===== src/pkg/dap_pkg.sv =====
// constants and carrier types for the dual-channel pipelined converter block
package dap_pkg;

    ////////////////////////////////////////////////////////////////////////////////
    // data path widths and depths
    localparam int DAP_CHANNELS  = 2;
    localparam int DAP_STAGES    = 9;
    localparam int DAP_PIPE_REGS = 5;
    localparam int DAP_WORD_W    = 10;
    localparam int DAP_IN_W      = 12;
    localparam int DAP_RES_W     = 14;
    localparam int DAP_CODE_W    = 12;
    localparam int DAP_EXT_W     = DAP_RES_W - DAP_IN_W;

    // residue scale: full scale of the held input is plus or minus the reference
    localparam logic signed [DAP_RES_W-1:0]  DAP_REF      = 14'sh0800;
    localparam logic signed [DAP_RES_W-1:0]  DAP_THRESH   = 14'sh0200;
    localparam logic signed [DAP_RES_W-1:0]  DAP_THRESH_N = -14'sh0200;
    localparam logic signed [DAP_CODE_W-1:0] DAP_CODE_ZERO = 12'sh000;
    localparam logic signed [DAP_CODE_W-1:0] DAP_CODE_ONE  = 12'sh001;
    localparam logic signed [DAP_CODE_W-1:0] DAP_CODE_MAX  = 12'sh1FF;
    localparam logic signed [DAP_CODE_W-1:0] DAP_CODE_MIN  = 12'shE00;
    localparam logic [DAP_WORD_W-1:0]        DAP_MSB_FLIP  = 10'h200;

    ////////////////////////////////////////////////////////////////////////////////
    // register bus
    localparam int DAP_ADDR_W = 8;
    localparam int DAP_DATA_W = 32;
    localparam int DAP_STRB_W = 4;
    localparam logic [DAP_ADDR_W-1:0] DAP_OFF_CONTROL = 8'h00;
    localparam logic [DAP_ADDR_W-1:0] DAP_OFF_STATUS  = 8'h04;
    localparam logic [DAP_ADDR_W-1:0] DAP_OFF_WORD_A  = 8'h08;
    localparam logic [DAP_ADDR_W-1:0] DAP_OFF_WORD_B  = 8'h0C;
    localparam logic [DAP_ADDR_W-1:0] DAP_OFF_COUNT   = 8'h10;
    localparam logic [1:0] DAP_RESP_OKAY   = 2'h0;
    localparam logic [1:0] DAP_RESP_SLVERR = 2'h2;

    // control field layout, bit 3 downward
    localparam int DAP_CTL_W = 4;
    localparam logic [DAP_CTL_W-1:0] DAP_CTL_RESET = 4'h8;
    localparam int DAP_STAT_W = 3;

    typedef struct packed {
        logic output_off;   // bit 3: drivers released
        logic power_down;   // bit 2: outputs latched, no new words
        logic sleep;        // bit 1: no new words; pipeline keeps sampling
        logic twos;         // bit 0: two's complement coding
    } dap_ctrl_type;

    typedef struct packed {
        logic signed [DAP_RES_W-1:0]  residue;
        logic signed [DAP_CODE_W-1:0] code;
    } dap_stage_type;

endpackage


===== src/logic/dap_stage.sv =====
// one 1.5-bit pipeline stage: two comparators, residue amplifier, digit accumulation
`timescale 1ns/1ps
`default_nettype none

module dap_stage
    import dap_pkg::*;
(
    input  wire dap_stage_type stage_in,   // held residue and code so far
    output wire dap_stage_type stage_out   // amplified residue and extended code
);

    wire logic signed [DAP_RES_W-1:0]  doubled;
    wire logic signed [DAP_CODE_W-1:0] code_x2;
    wire logic                         digit_hi;
    wire logic                         digit_lo;

    // thresholds at a quarter reference leave a quarter reference of slack per side
    assign digit_hi = stage_in.residue > DAP_THRESH;
    assign digit_lo = stage_in.residue < DAP_THRESH_N;
    assign doubled  = stage_in.residue <<< 1;
    assign code_x2  = stage_in.code <<< 1;

    assign stage_out.residue = digit_hi ? doubled - DAP_REF :
                               digit_lo ? doubled + DAP_REF : doubled;
    // redundant digits overlap by one weight; adding them here absorbs comparator offset
    assign stage_out.code    = digit_hi ? code_x2 + DAP_CODE_ONE :
                               digit_lo ? code_x2 - DAP_CODE_ONE : code_x2;

endmodule // dap_stage

`default_nettype wire


===== src/logic/dap_top.sv =====
// dual 10-bit pipelined converter digital side with AXI4-Lite control
//
// The register offsets and the AXI4-Lite slave port are this design's own decisions.
`timescale 1ns/1ps
`default_nettype none

module dap_top
    import dap_pkg::*;
(
    input  wire logic                  aclk,                // converter and bus clock
    input  wire logic                  aresetn,             // synchronous reset, active low
    input  wire logic [DAP_ADDR_W-1:0] s_axi_awaddr,        // write address
    input  wire logic [2:0]            s_axi_awprot,        // write protection, unused
    input  wire logic                  s_axi_awvalid,       // write address valid
    output var  logic                  s_axi_awready,       // write address ready
    input  wire logic [DAP_DATA_W-1:0] s_axi_wdata,         // write data
    input  wire logic [DAP_STRB_W-1:0] s_axi_wstrb,         // write byte strobes
    input  wire logic                  s_axi_wvalid,        // write data valid
    output var  logic                  s_axi_wready,        // write data ready
    output var  logic [1:0]            s_axi_bresp,         // write response
    output var  logic                  s_axi_bvalid,        // write response valid
    input  wire logic                  s_axi_bready,        // write response ready
    input  wire logic [DAP_ADDR_W-1:0] s_axi_araddr,        // read address
    input  wire logic [2:0]            s_axi_arprot,        // read protection, unused
    input  wire logic                  s_axi_arvalid,       // read address valid
    output var  logic                  s_axi_arready,       // read address ready
    output var  logic [DAP_DATA_W-1:0] s_axi_rdata,         // read data
    output var  logic [1:0]            s_axi_rresp,         // read response
    output var  logic                  s_axi_rvalid,        // read data valid
    input  wire logic                  s_axi_rready,        // read data ready
    input  wire logic [DAP_IN_W-1:0]   analog_a,            // held channel A input, signed
    input  wire logic [DAP_IN_W-1:0]   analog_b,            // held channel B input, signed
    output wire logic [DAP_WORD_W-1:0] channel_a_word,      // channel A data port
    output var  logic                  channel_a_word_oe,   // channel A port drive enable
    output wire logic [DAP_WORD_W-1:0] channel_b_word,      // channel B data port
    output var  logic                  channel_b_word_oe    // channel B port drive enable
);

    ////////////////////////////////////////////////////////////////////////////////
    // state

    dap_ctrl_type              ctrl;
    logic [DAP_ADDR_W-1:0]     wr_addr;
    logic [DAP_DATA_W-1:0]     wr_data;
    logic [DAP_STRB_W-1:0]     wr_strb;
    logic [DAP_PIPE_REGS-1:0]  pipe_valid;
    logic                      word_seen;
    logic [DAP_DATA_W-1:0]     word_count;
    dap_stage_type             pipe      [DAP_CHANNELS][DAP_PIPE_REGS];
    dap_stage_type             stage_in  [DAP_CHANNELS][DAP_STAGES];
    dap_stage_type             stage_out [DAP_CHANNELS][DAP_STAGES];
    logic [DAP_WORD_W-1:0]     out_word  [DAP_CHANNELS];
    logic [DAP_WORD_W-1:0]     next_word [DAP_CHANNELS];
    logic [DAP_IN_W-1:0]       analog_in [DAP_CHANNELS];

    ////////////////////////////////////////////////////////////////////////////////
    // decode and selection

    wire logic                  run;
    wire logic                  word_update;
    wire logic                  wr_go;
    wire logic                  wr_control;
    wire logic                  wr_count;
    wire logic                  wr_readonly;
    wire logic                  rd_take;
    wire logic                  rd_mapped;
    wire logic [DAP_DATA_W-1:0] rd_value;
    wire logic [DAP_DATA_W-1:0] status_word;
    wire logic [DAP_DATA_W-1:0] ctrl_word;

    assign run         = !ctrl.sleep && !ctrl.power_down;
    // only a word whose sample went in while running may reach the ports
    assign word_update = pipe_valid[DAP_PIPE_REGS-1] && run;
    assign wr_go       = !s_axi_awready && !s_axi_wready && !s_axi_bvalid;
    assign wr_control  = wr_addr == DAP_OFF_CONTROL;
    assign wr_count    = wr_addr == DAP_OFF_COUNT;
    assign wr_readonly = (wr_addr == DAP_OFF_STATUS) || (wr_addr == DAP_OFF_WORD_A)
                         || (wr_addr == DAP_OFF_WORD_B);
    assign rd_take     = s_axi_arvalid && s_axi_arready;

    assign ctrl_word   = {{(DAP_DATA_W-DAP_CTL_W){1'b0}}, ctrl};
    assign status_word = {{(DAP_DATA_W-DAP_STAT_W){1'b0}}, |pipe_valid, word_seen, run};

    assign rd_mapped = (s_axi_araddr == DAP_OFF_CONTROL) || (s_axi_araddr == DAP_OFF_STATUS)
                       || (s_axi_araddr == DAP_OFF_WORD_A) || (s_axi_araddr == DAP_OFF_WORD_B)
                       || (s_axi_araddr == DAP_OFF_COUNT);
    assign rd_value  = (s_axi_araddr == DAP_OFF_CONTROL) ? ctrl_word :
                       (s_axi_araddr == DAP_OFF_STATUS)  ? status_word :
                       (s_axi_araddr == DAP_OFF_WORD_A)  ?
                           {{(DAP_DATA_W-DAP_WORD_W){1'b0}}, out_word[0]} :
                       (s_axi_araddr == DAP_OFF_WORD_B)  ?
                           {{(DAP_DATA_W-DAP_WORD_W){1'b0}}, out_word[1]} :
                       (s_axi_araddr == DAP_OFF_COUNT)   ? word_count : '0;

    assign analog_in[0] = analog_a;
    assign analog_in[1] = analog_b;

    // clamp the corrected sum to ten bits, then pick the coding
    function automatic logic [DAP_WORD_W-1:0] format_word(
        input logic signed [DAP_CODE_W-1:0] code,
        input logic                         twos
    );
        logic signed [DAP_CODE_W-1:0] clamped;
        clamped = (code > DAP_CODE_MAX) ? DAP_CODE_MAX :
                  (code < DAP_CODE_MIN) ? DAP_CODE_MIN : code;
        format_word = twos ? clamped[DAP_WORD_W-1:0]
                           : clamped[DAP_WORD_W-1:0] ^ DAP_MSB_FLIP;
    endfunction

    ////////////////////////////////////////////////////////////////////////////////
    // write channel: address and data taken in either order, response after both

    always_ff @(posedge aclk) begin
        if (!aresetn) begin
            s_axi_awready <= 1'b1;
            s_axi_wready  <= 1'b1;
            s_axi_bvalid  <= 1'b0;
            s_axi_bresp   <= DAP_RESP_OKAY;
            wr_addr       <= '0;
            wr_data       <= '0;
            wr_strb       <= '0;
        end else begin
            if (s_axi_awvalid && s_axi_awready) begin
                s_axi_awready <= 1'b0;
                wr_addr       <= s_axi_awaddr;
            end
            if (s_axi_wvalid && s_axi_wready) begin
                s_axi_wready <= 1'b0;
                wr_data      <= s_axi_wdata;
                wr_strb      <= s_axi_wstrb;
            end
            if (wr_go) begin
                s_axi_bvalid <= 1'b1;
                s_axi_bresp  <= (wr_control || wr_count || wr_readonly) ? DAP_RESP_OKAY
                                                                         : DAP_RESP_SLVERR;
            end
            if (s_axi_bvalid && s_axi_bready) begin
                s_axi_bvalid  <= 1'b0;
                s_axi_awready <= 1'b1;
                s_axi_wready  <= 1'b1;
            end
        end
    end

    // control register; only byte lane 0 carries fields
    always_ff @(posedge aclk) begin
        if (!aresetn) begin
            ctrl <= dap_ctrl_type'(DAP_CTL_RESET);
        end else if (wr_go && wr_control && wr_strb[0]) begin
            ctrl <= dap_ctrl_type'(wr_data[DAP_CTL_W-1:0]);
        end
    end

    ////////////////////////////////////////////////////////////////////////////////
    // read channel: one cycle from address taken to data

    always_ff @(posedge aclk) begin
        if (!aresetn) begin
            s_axi_arready <= 1'b1;
            s_axi_rvalid  <= 1'b0;
            s_axi_rdata   <= '0;
            s_axi_rresp   <= DAP_RESP_OKAY;
        end else if (rd_take) begin
            s_axi_arready <= 1'b0;
            s_axi_rvalid  <= 1'b1;
            s_axi_rdata   <= rd_value;
            s_axi_rresp   <= rd_mapped ? DAP_RESP_OKAY : DAP_RESP_SLVERR;
        end else if (s_axi_rvalid && s_axi_rready) begin
            s_axi_rvalid  <= 1'b0;
            s_axi_arready <= 1'b1;
        end
    end

    ////////////////////////////////////////////////////////////////////////////////
    // sample tracking shared by both channels

    always_ff @(posedge aclk) begin
        if (!aresetn) begin
            pipe_valid <= '0;
        end else begin
            // one flag per register keeps both channels tied to one sampling edge
            pipe_valid <= {pipe_valid[DAP_PIPE_REGS-2:0], run};
        end
    end

    // a write to the counter clears it; a word landing the same cycle still counts
    always_ff @(posedge aclk) begin
        if (!aresetn) begin
            word_count <= '0;
            word_seen  <= 1'b0;
        end else begin
            if (word_update) begin
                word_count <= (wr_go && wr_count) ? DAP_DATA_W'(1) : word_count + 1'b1;
                word_seen  <= 1'b1;
            end else if (wr_go && wr_count) begin
                word_count <= '0;
            end
        end
    end

    ////////////////////////////////////////////////////////////////////////////////
    // per-channel pipeline: two half-cycle stages between registers, the last stage alone before the output word, nine in all

    for (genvar ch = 0; ch < DAP_CHANNELS; ch++) begin : g_chan
        for (genvar s = 0; s < DAP_STAGES; s++) begin : g_stage
            if (s % 2 == 0) begin : g_from_reg
                assign stage_in[ch][s] = pipe[ch][s/2];
            end else begin : g_chain
                assign stage_in[ch][s] = stage_out[ch][s-1];
            end
            dap_stage u_stage (
                .stage_in  (stage_in[ch][s]),
                .stage_out (stage_out[ch][s])
            );
        end

        assign next_word[ch] = format_word(stage_out[ch][DAP_STAGES-1].code, ctrl.twos);

        always_ff @(posedge aclk) begin
            if (!aresetn) begin
                for (int k = 0; k < DAP_PIPE_REGS; k++) begin
                    pipe[ch][k] <= '0;
                end
                out_word[ch] <= '0;
            end else begin
                // input captured every edge; sleep only blocks the result
                pipe[ch][0] <= {{{DAP_EXT_W{analog_in[ch][DAP_IN_W-1]}}, analog_in[ch]},
                                DAP_CODE_ZERO};
                for (int k = 1; k < DAP_PIPE_REGS; k++) begin
                    pipe[ch][k] <= stage_out[ch][2*k-1];
                end
                if (word_update) begin
                    out_word[ch] <= next_word[ch];
                end
            end
        end
    end

    ////////////////////////////////////////////////////////////////////////////////
    // output ports

    assign channel_a_word = out_word[0];
    assign channel_b_word = out_word[1];

    always_ff @(posedge aclk) begin
        if (!aresetn) begin
            channel_a_word_oe <= 1'b0;
            channel_b_word_oe <= 1'b0;
        end else begin
            channel_a_word_oe <= !ctrl.output_off;
            channel_b_word_oe <= !ctrl.output_off;
        end
    end

endmodule // dap_top

`default_nettype wire


===== config.mk =====
export PLATFORM = sky130hd
export DESIGN_NAME = dap_top
export DESIGN_NICKNAME = d
export VERILOG_FILES = /design/src/pkg/dap_pkg.sv /design/src/logic/dap_stage.sv /design/src/logic/dap_top.sv
export SDC_FILE = /design/constraint.sdc
export NUM_CORES = 1
export LEC_CHECK = 0
export BUFFER_PORTS_ARGS = -buffer_cell sky130_fd_sc_hd__clkbuf_2
export CAP_MARGIN = 20
export CORE_AREA = 2 2 221 223
export CTS_CLUSTER_DIAMETER = 50
export CTS_CLUSTER_SIZE = 16
export DETAILED_ROUTE_END_ITERATION = 12
export DIE_AREA = 0 0 223 225
export MAX_ROUTING_LAYER = met4
export PLACE_DENSITY = 0.46
export SYNTH_ARGS = -nofsm -noshare
export SYNTH_HDL_FRONTEND = slang
export SYNTH_SLANG_ARGS = --single-unit
export TNS_END_PERCENT = 50

===== constraint.sdc =====
create_clock -name aclk -period 2.85 [get_ports aclk]
set_input_delay 0.285 -clock aclk [delete_from_list [all_inputs] [get_ports aclk]]
set_output_delay 0.285 -clock aclk [all_outputs]
set_load 0.02 [all_outputs]

==> summary.txt <==
Outcome
  – Status: finished with violations
  – Failing checks: setup timing

Logic synthesis
  – Primary FF master, synth: dfxtp_1
  – Synth cell types: 85
  – Top cell type's share of synthesized area: 35.8%
  – Post-synthesis cell count: 1673
  – Area leader, netlist: dfxtp_1
  – Post-synth EDFFs: 20
  – Syn. warnings: 0
  – Synth Register Bits: 273
  – Post-synth ARST share: 0%
  – Syn avg cell area: 8.46 sq um
  – Synthesized area: between 0.01 and 0.015 sq mm
  – Post-synthesis sequential area ratio: approximately 40%
  – Synth top area cells: dfxtp_1, ha_1, edfxtp_1

Setup path
  – Max Fanout on Critical Path: 3
  – WP depth: 9
  – Worst r2r src: pipe[1][104]
  – Worst setup path startpoint: pipe[1][104]
  – Worst Path Arrival: 3.33 ns
  – Critical R2R Capture: pipe[1][102]
  – Startpoint Class: flip-flop
  – R2R depth: 9
  – Cell family with most CP delay: compound AO/OA/AOI/OAI gates
  – Worst Path Required: ~3.3 ns
  – Crit path buf inv count: 0
  – Cell Chain, Critical Path: or4_4 > o41a_4 > o311ai_4 > xnor2_2 > ha_2 > and2b_2 > or2b_4 > a311o_1 > a31oi_1
  – Crit. End Element: flip-flop
  – Crit-path max cell delay: between 0.5 and 0.6 ns
  – Crit Path Category: flip-flop to flip-flop
  – Slowest CP cell: or4_4
  – R2r setup slk: -0.01 ns
  – Critical Path End: pipe[1][102]

Route
  – WL/cell: 14.0 microns
  – Remaining antenna violation count after routing: 0
  – Via-to-Cell Ratio: 4.85
  – Post-Route WL: 35.8 mm
  – Detailed Route Iter0 Violations: 522
  – First-pass DRT Iterations: 5
  – DR vias: 12400
  – Residual DRC: 0

Placed design
  – HPWL Detailed: ~26 mm
  – Port Buf Inserts: 112
  – Dpl cells: 2436
  – GPL Wtd Cong: 0.818

Floorplanning
  – I/O pin count: between 150 and 200
  – Die height: 225 microns
  – DIE WIDTH: roughly 220 microns
  – FP Rows: 80
  – Die area: 0.0502 sq mm
  – CORE AREA: 0.0475 sq mm
  – Starting Density: 29.8%

CTS
  – Max clock buf depth: 3
  – CTS clk-pin slew, worst paths: 0.06 ns
  – TritonCTS clock tree: built
  – CTS Buf Count: 40
  – Clock Latency Late Sink: approximately 0.57 ns
  – H-Tree Depth: 2
  – Clk root buf: clkbuf_16
  – TritonCTS sink count: 273

Global routing
  – First-pass GRT wire length: around 60 mm
  – Vias in the first global route: 12428
  – All-layer global routing usage: 14.6%
  – Antenna violations before repair: 0
  – Final global-route overflow total: 0
  – Largest net degree at the start of global routing: 76

Timing
  – Clock skew: 0.0206 ns
  – RSZ-0062 raised after global routing: true
  – Slew @ Worst Pin: 0.893 ns
  – Fmax: 349 MHz
  – Final Critical Period: 2.86 ns
  – Setup violations, final: 1
  – Slew HR: about two fifths
  – Final hold vios: 0
  – Final worst slack: -0.0119 ns
  – Pins Over Slew Limit: 0
  – Part of the cycle the worst path needs: 100%

Pwr
  – Pwr Total: 13.9 mW
  – Max VDD drop: between 0.4 and 0.5 mV
  – Leak Pwr: 7.25 nW
  – Power Density: between 700 and 800 mW/mm^2

Final layout
  – Area delta synth->final: 27.8%
  – Ratio of cells with drive above 1 in the final layout: 19.0%
  – Diodes inserted: 0
  – Nets@finish: approximately 2100
  – Non-filler cells, final: roughly 2600

Flow run
  – Max-Cap Viols: 0

Worst hold path
  – Hold Crit Class: primary input to flip-flop
## per-layer routing
metal / GRT usage (%) / vias up / wire length (microns)
met5: - / - / 0
met4: 4.81 / 0 / 726
met3: 2.28 / 47 / 1190
met2: 25.6 / 213 / 17400
met1: 17.1 / 5727 / 16500
li1: - / 6413 / -
## metrics by stage
stage               setup TNS [ns]  hold WS (ns)  instance area [sq um]  setup slack [ns]  util [%]
floorplan                   -0.134         0.385                  14200           -0.0821         -
global placement           -0.0377         0.439                  16000           -0.0377      33.7
detailed placement         -0.0781         0.438                  16000           -0.0508      33.7
CTS                       -0.00604        0.0193                  17900          -0.00604      37.6
global route                -0.306        0.0729                  18100            -0.101      38.0
finish                     -0.0119        0.0565                  18100           -0.0119      38.0
## cell usage after synthesis (all sizes together), types with 11 or more instances
cell and instances:
nor3b 14, mux2i 26, o21ai 69, a21oi 107
inv 76, edfxtp 20, nor2 155, nor4 21
or3 19, nand2 160, nor2b 11, xnor2 60
clkbuf 55, and3 12, xor2 43, ha 57
or4 13, buf 15, nand4 26, nor3 43
and2 94, nand3 78, dfxtp 253, a31oi 23
nand2b 31
## where the power goes
| part | internal (mW) | switching [mW] | total, mW |
|---|---|---|---|
| clock network | 3.07 | 2.14 | 5.20 |
| registers | 4.26 | 0.427 | 4.69 |
| logic | 1.90 | 2.12 | 4.02 |
## logic make-up after synthesis
family	count (synthesis)	share of synthesized area, %
other	1	0.0265
DFF	273	40.0
buffers and inverters	146	4.13
AOI/OAI and AO/OA	340	16.0
xor gates and xnor gates	103	6.37
adders and majority gates	57	5.04
muxes	29	2.08
and+or+nand+nor	724	26.4
## registers in the layout, summed over array words and instances (netlist names), 4 cells and up
register / flops
s_axi_rdata: 32
wr_data: 4
pipe: 158
out_word: 20
wr_addr: 8
pipe_valid: 5
ctrl: 4
word_count: 32
## cell usage in the layout, fill, tap and decap left out, types with 9 or more instances in the layout
cell / instances
nand2b_1: 30
inv_1: 74
nor2_1: 154
nor3_1: 41
and4_1: 10
nor4_1: 19
clkbuf_16: 41
mux2i_1: 26
a211oi_1: 10
nor2b_1: 9
and2_1: 93
or4_1: 9
nand3_1: 77
nand3b_1: 10
xnor2_1: 57
a31oi_1: 22
xor2_1: 43
a21oi_1: 103
ha_1: 52
buf_4: 112
edfxtp_1: 20
clkbuf_2: 111
and3_1: 12
nand2_1: 160
dlygate4sd3_1: 39
or3_1: 19
o211ai_1: 9
o21ai_0: 62
nand4_1: 26
nor3b_1: 14
dfxtp_1: 249
## layout make-up
| cell class | instances | area (sq um) |
|---|---|---|
| Fill cell | 4799 | 29500 |
| Multi-Input combinational cell | 1255 | 8140 |
| Sequential cell | 273 | 5670 |
| Timing Repair Buffer | 262 | 1790 |
| Clock buffer | 43 | 1040 |
| Tap cell | 615 | 769 |
| Clock inverter | 31 | 389 |
| Inverter | 76 | 288 |
## how the worst min path moves through the flow
stage,start,end,slack [ns],cells after the start
2_1_floorplan,s_axi_wvalid,s_axi_wready,0.39,1
3_3_place_gp,pipe_valid[1],pipe_valid[2],0.44,1
3_5_place_dp,pipe_valid[1],pipe_valid[2],0.44,1
4_1_cts,s_axi_awvalid,s_axi_awready,0.02,2
5_1_grt,s_axi_wvalid,s_axi_wready,0.07,2
6_report,s_axi_awvalid,s_axi_awready,0.06,2
## timing repair
item,CTS,global route
hold buffers,39,0
setup buffers,0,6
endpoints found under the hold margin,42,0
gates resized for setup,1,47
endpoints found under the setup margin,2,62
pin swaps,2,12
Power figures use the tool's default switching activity.
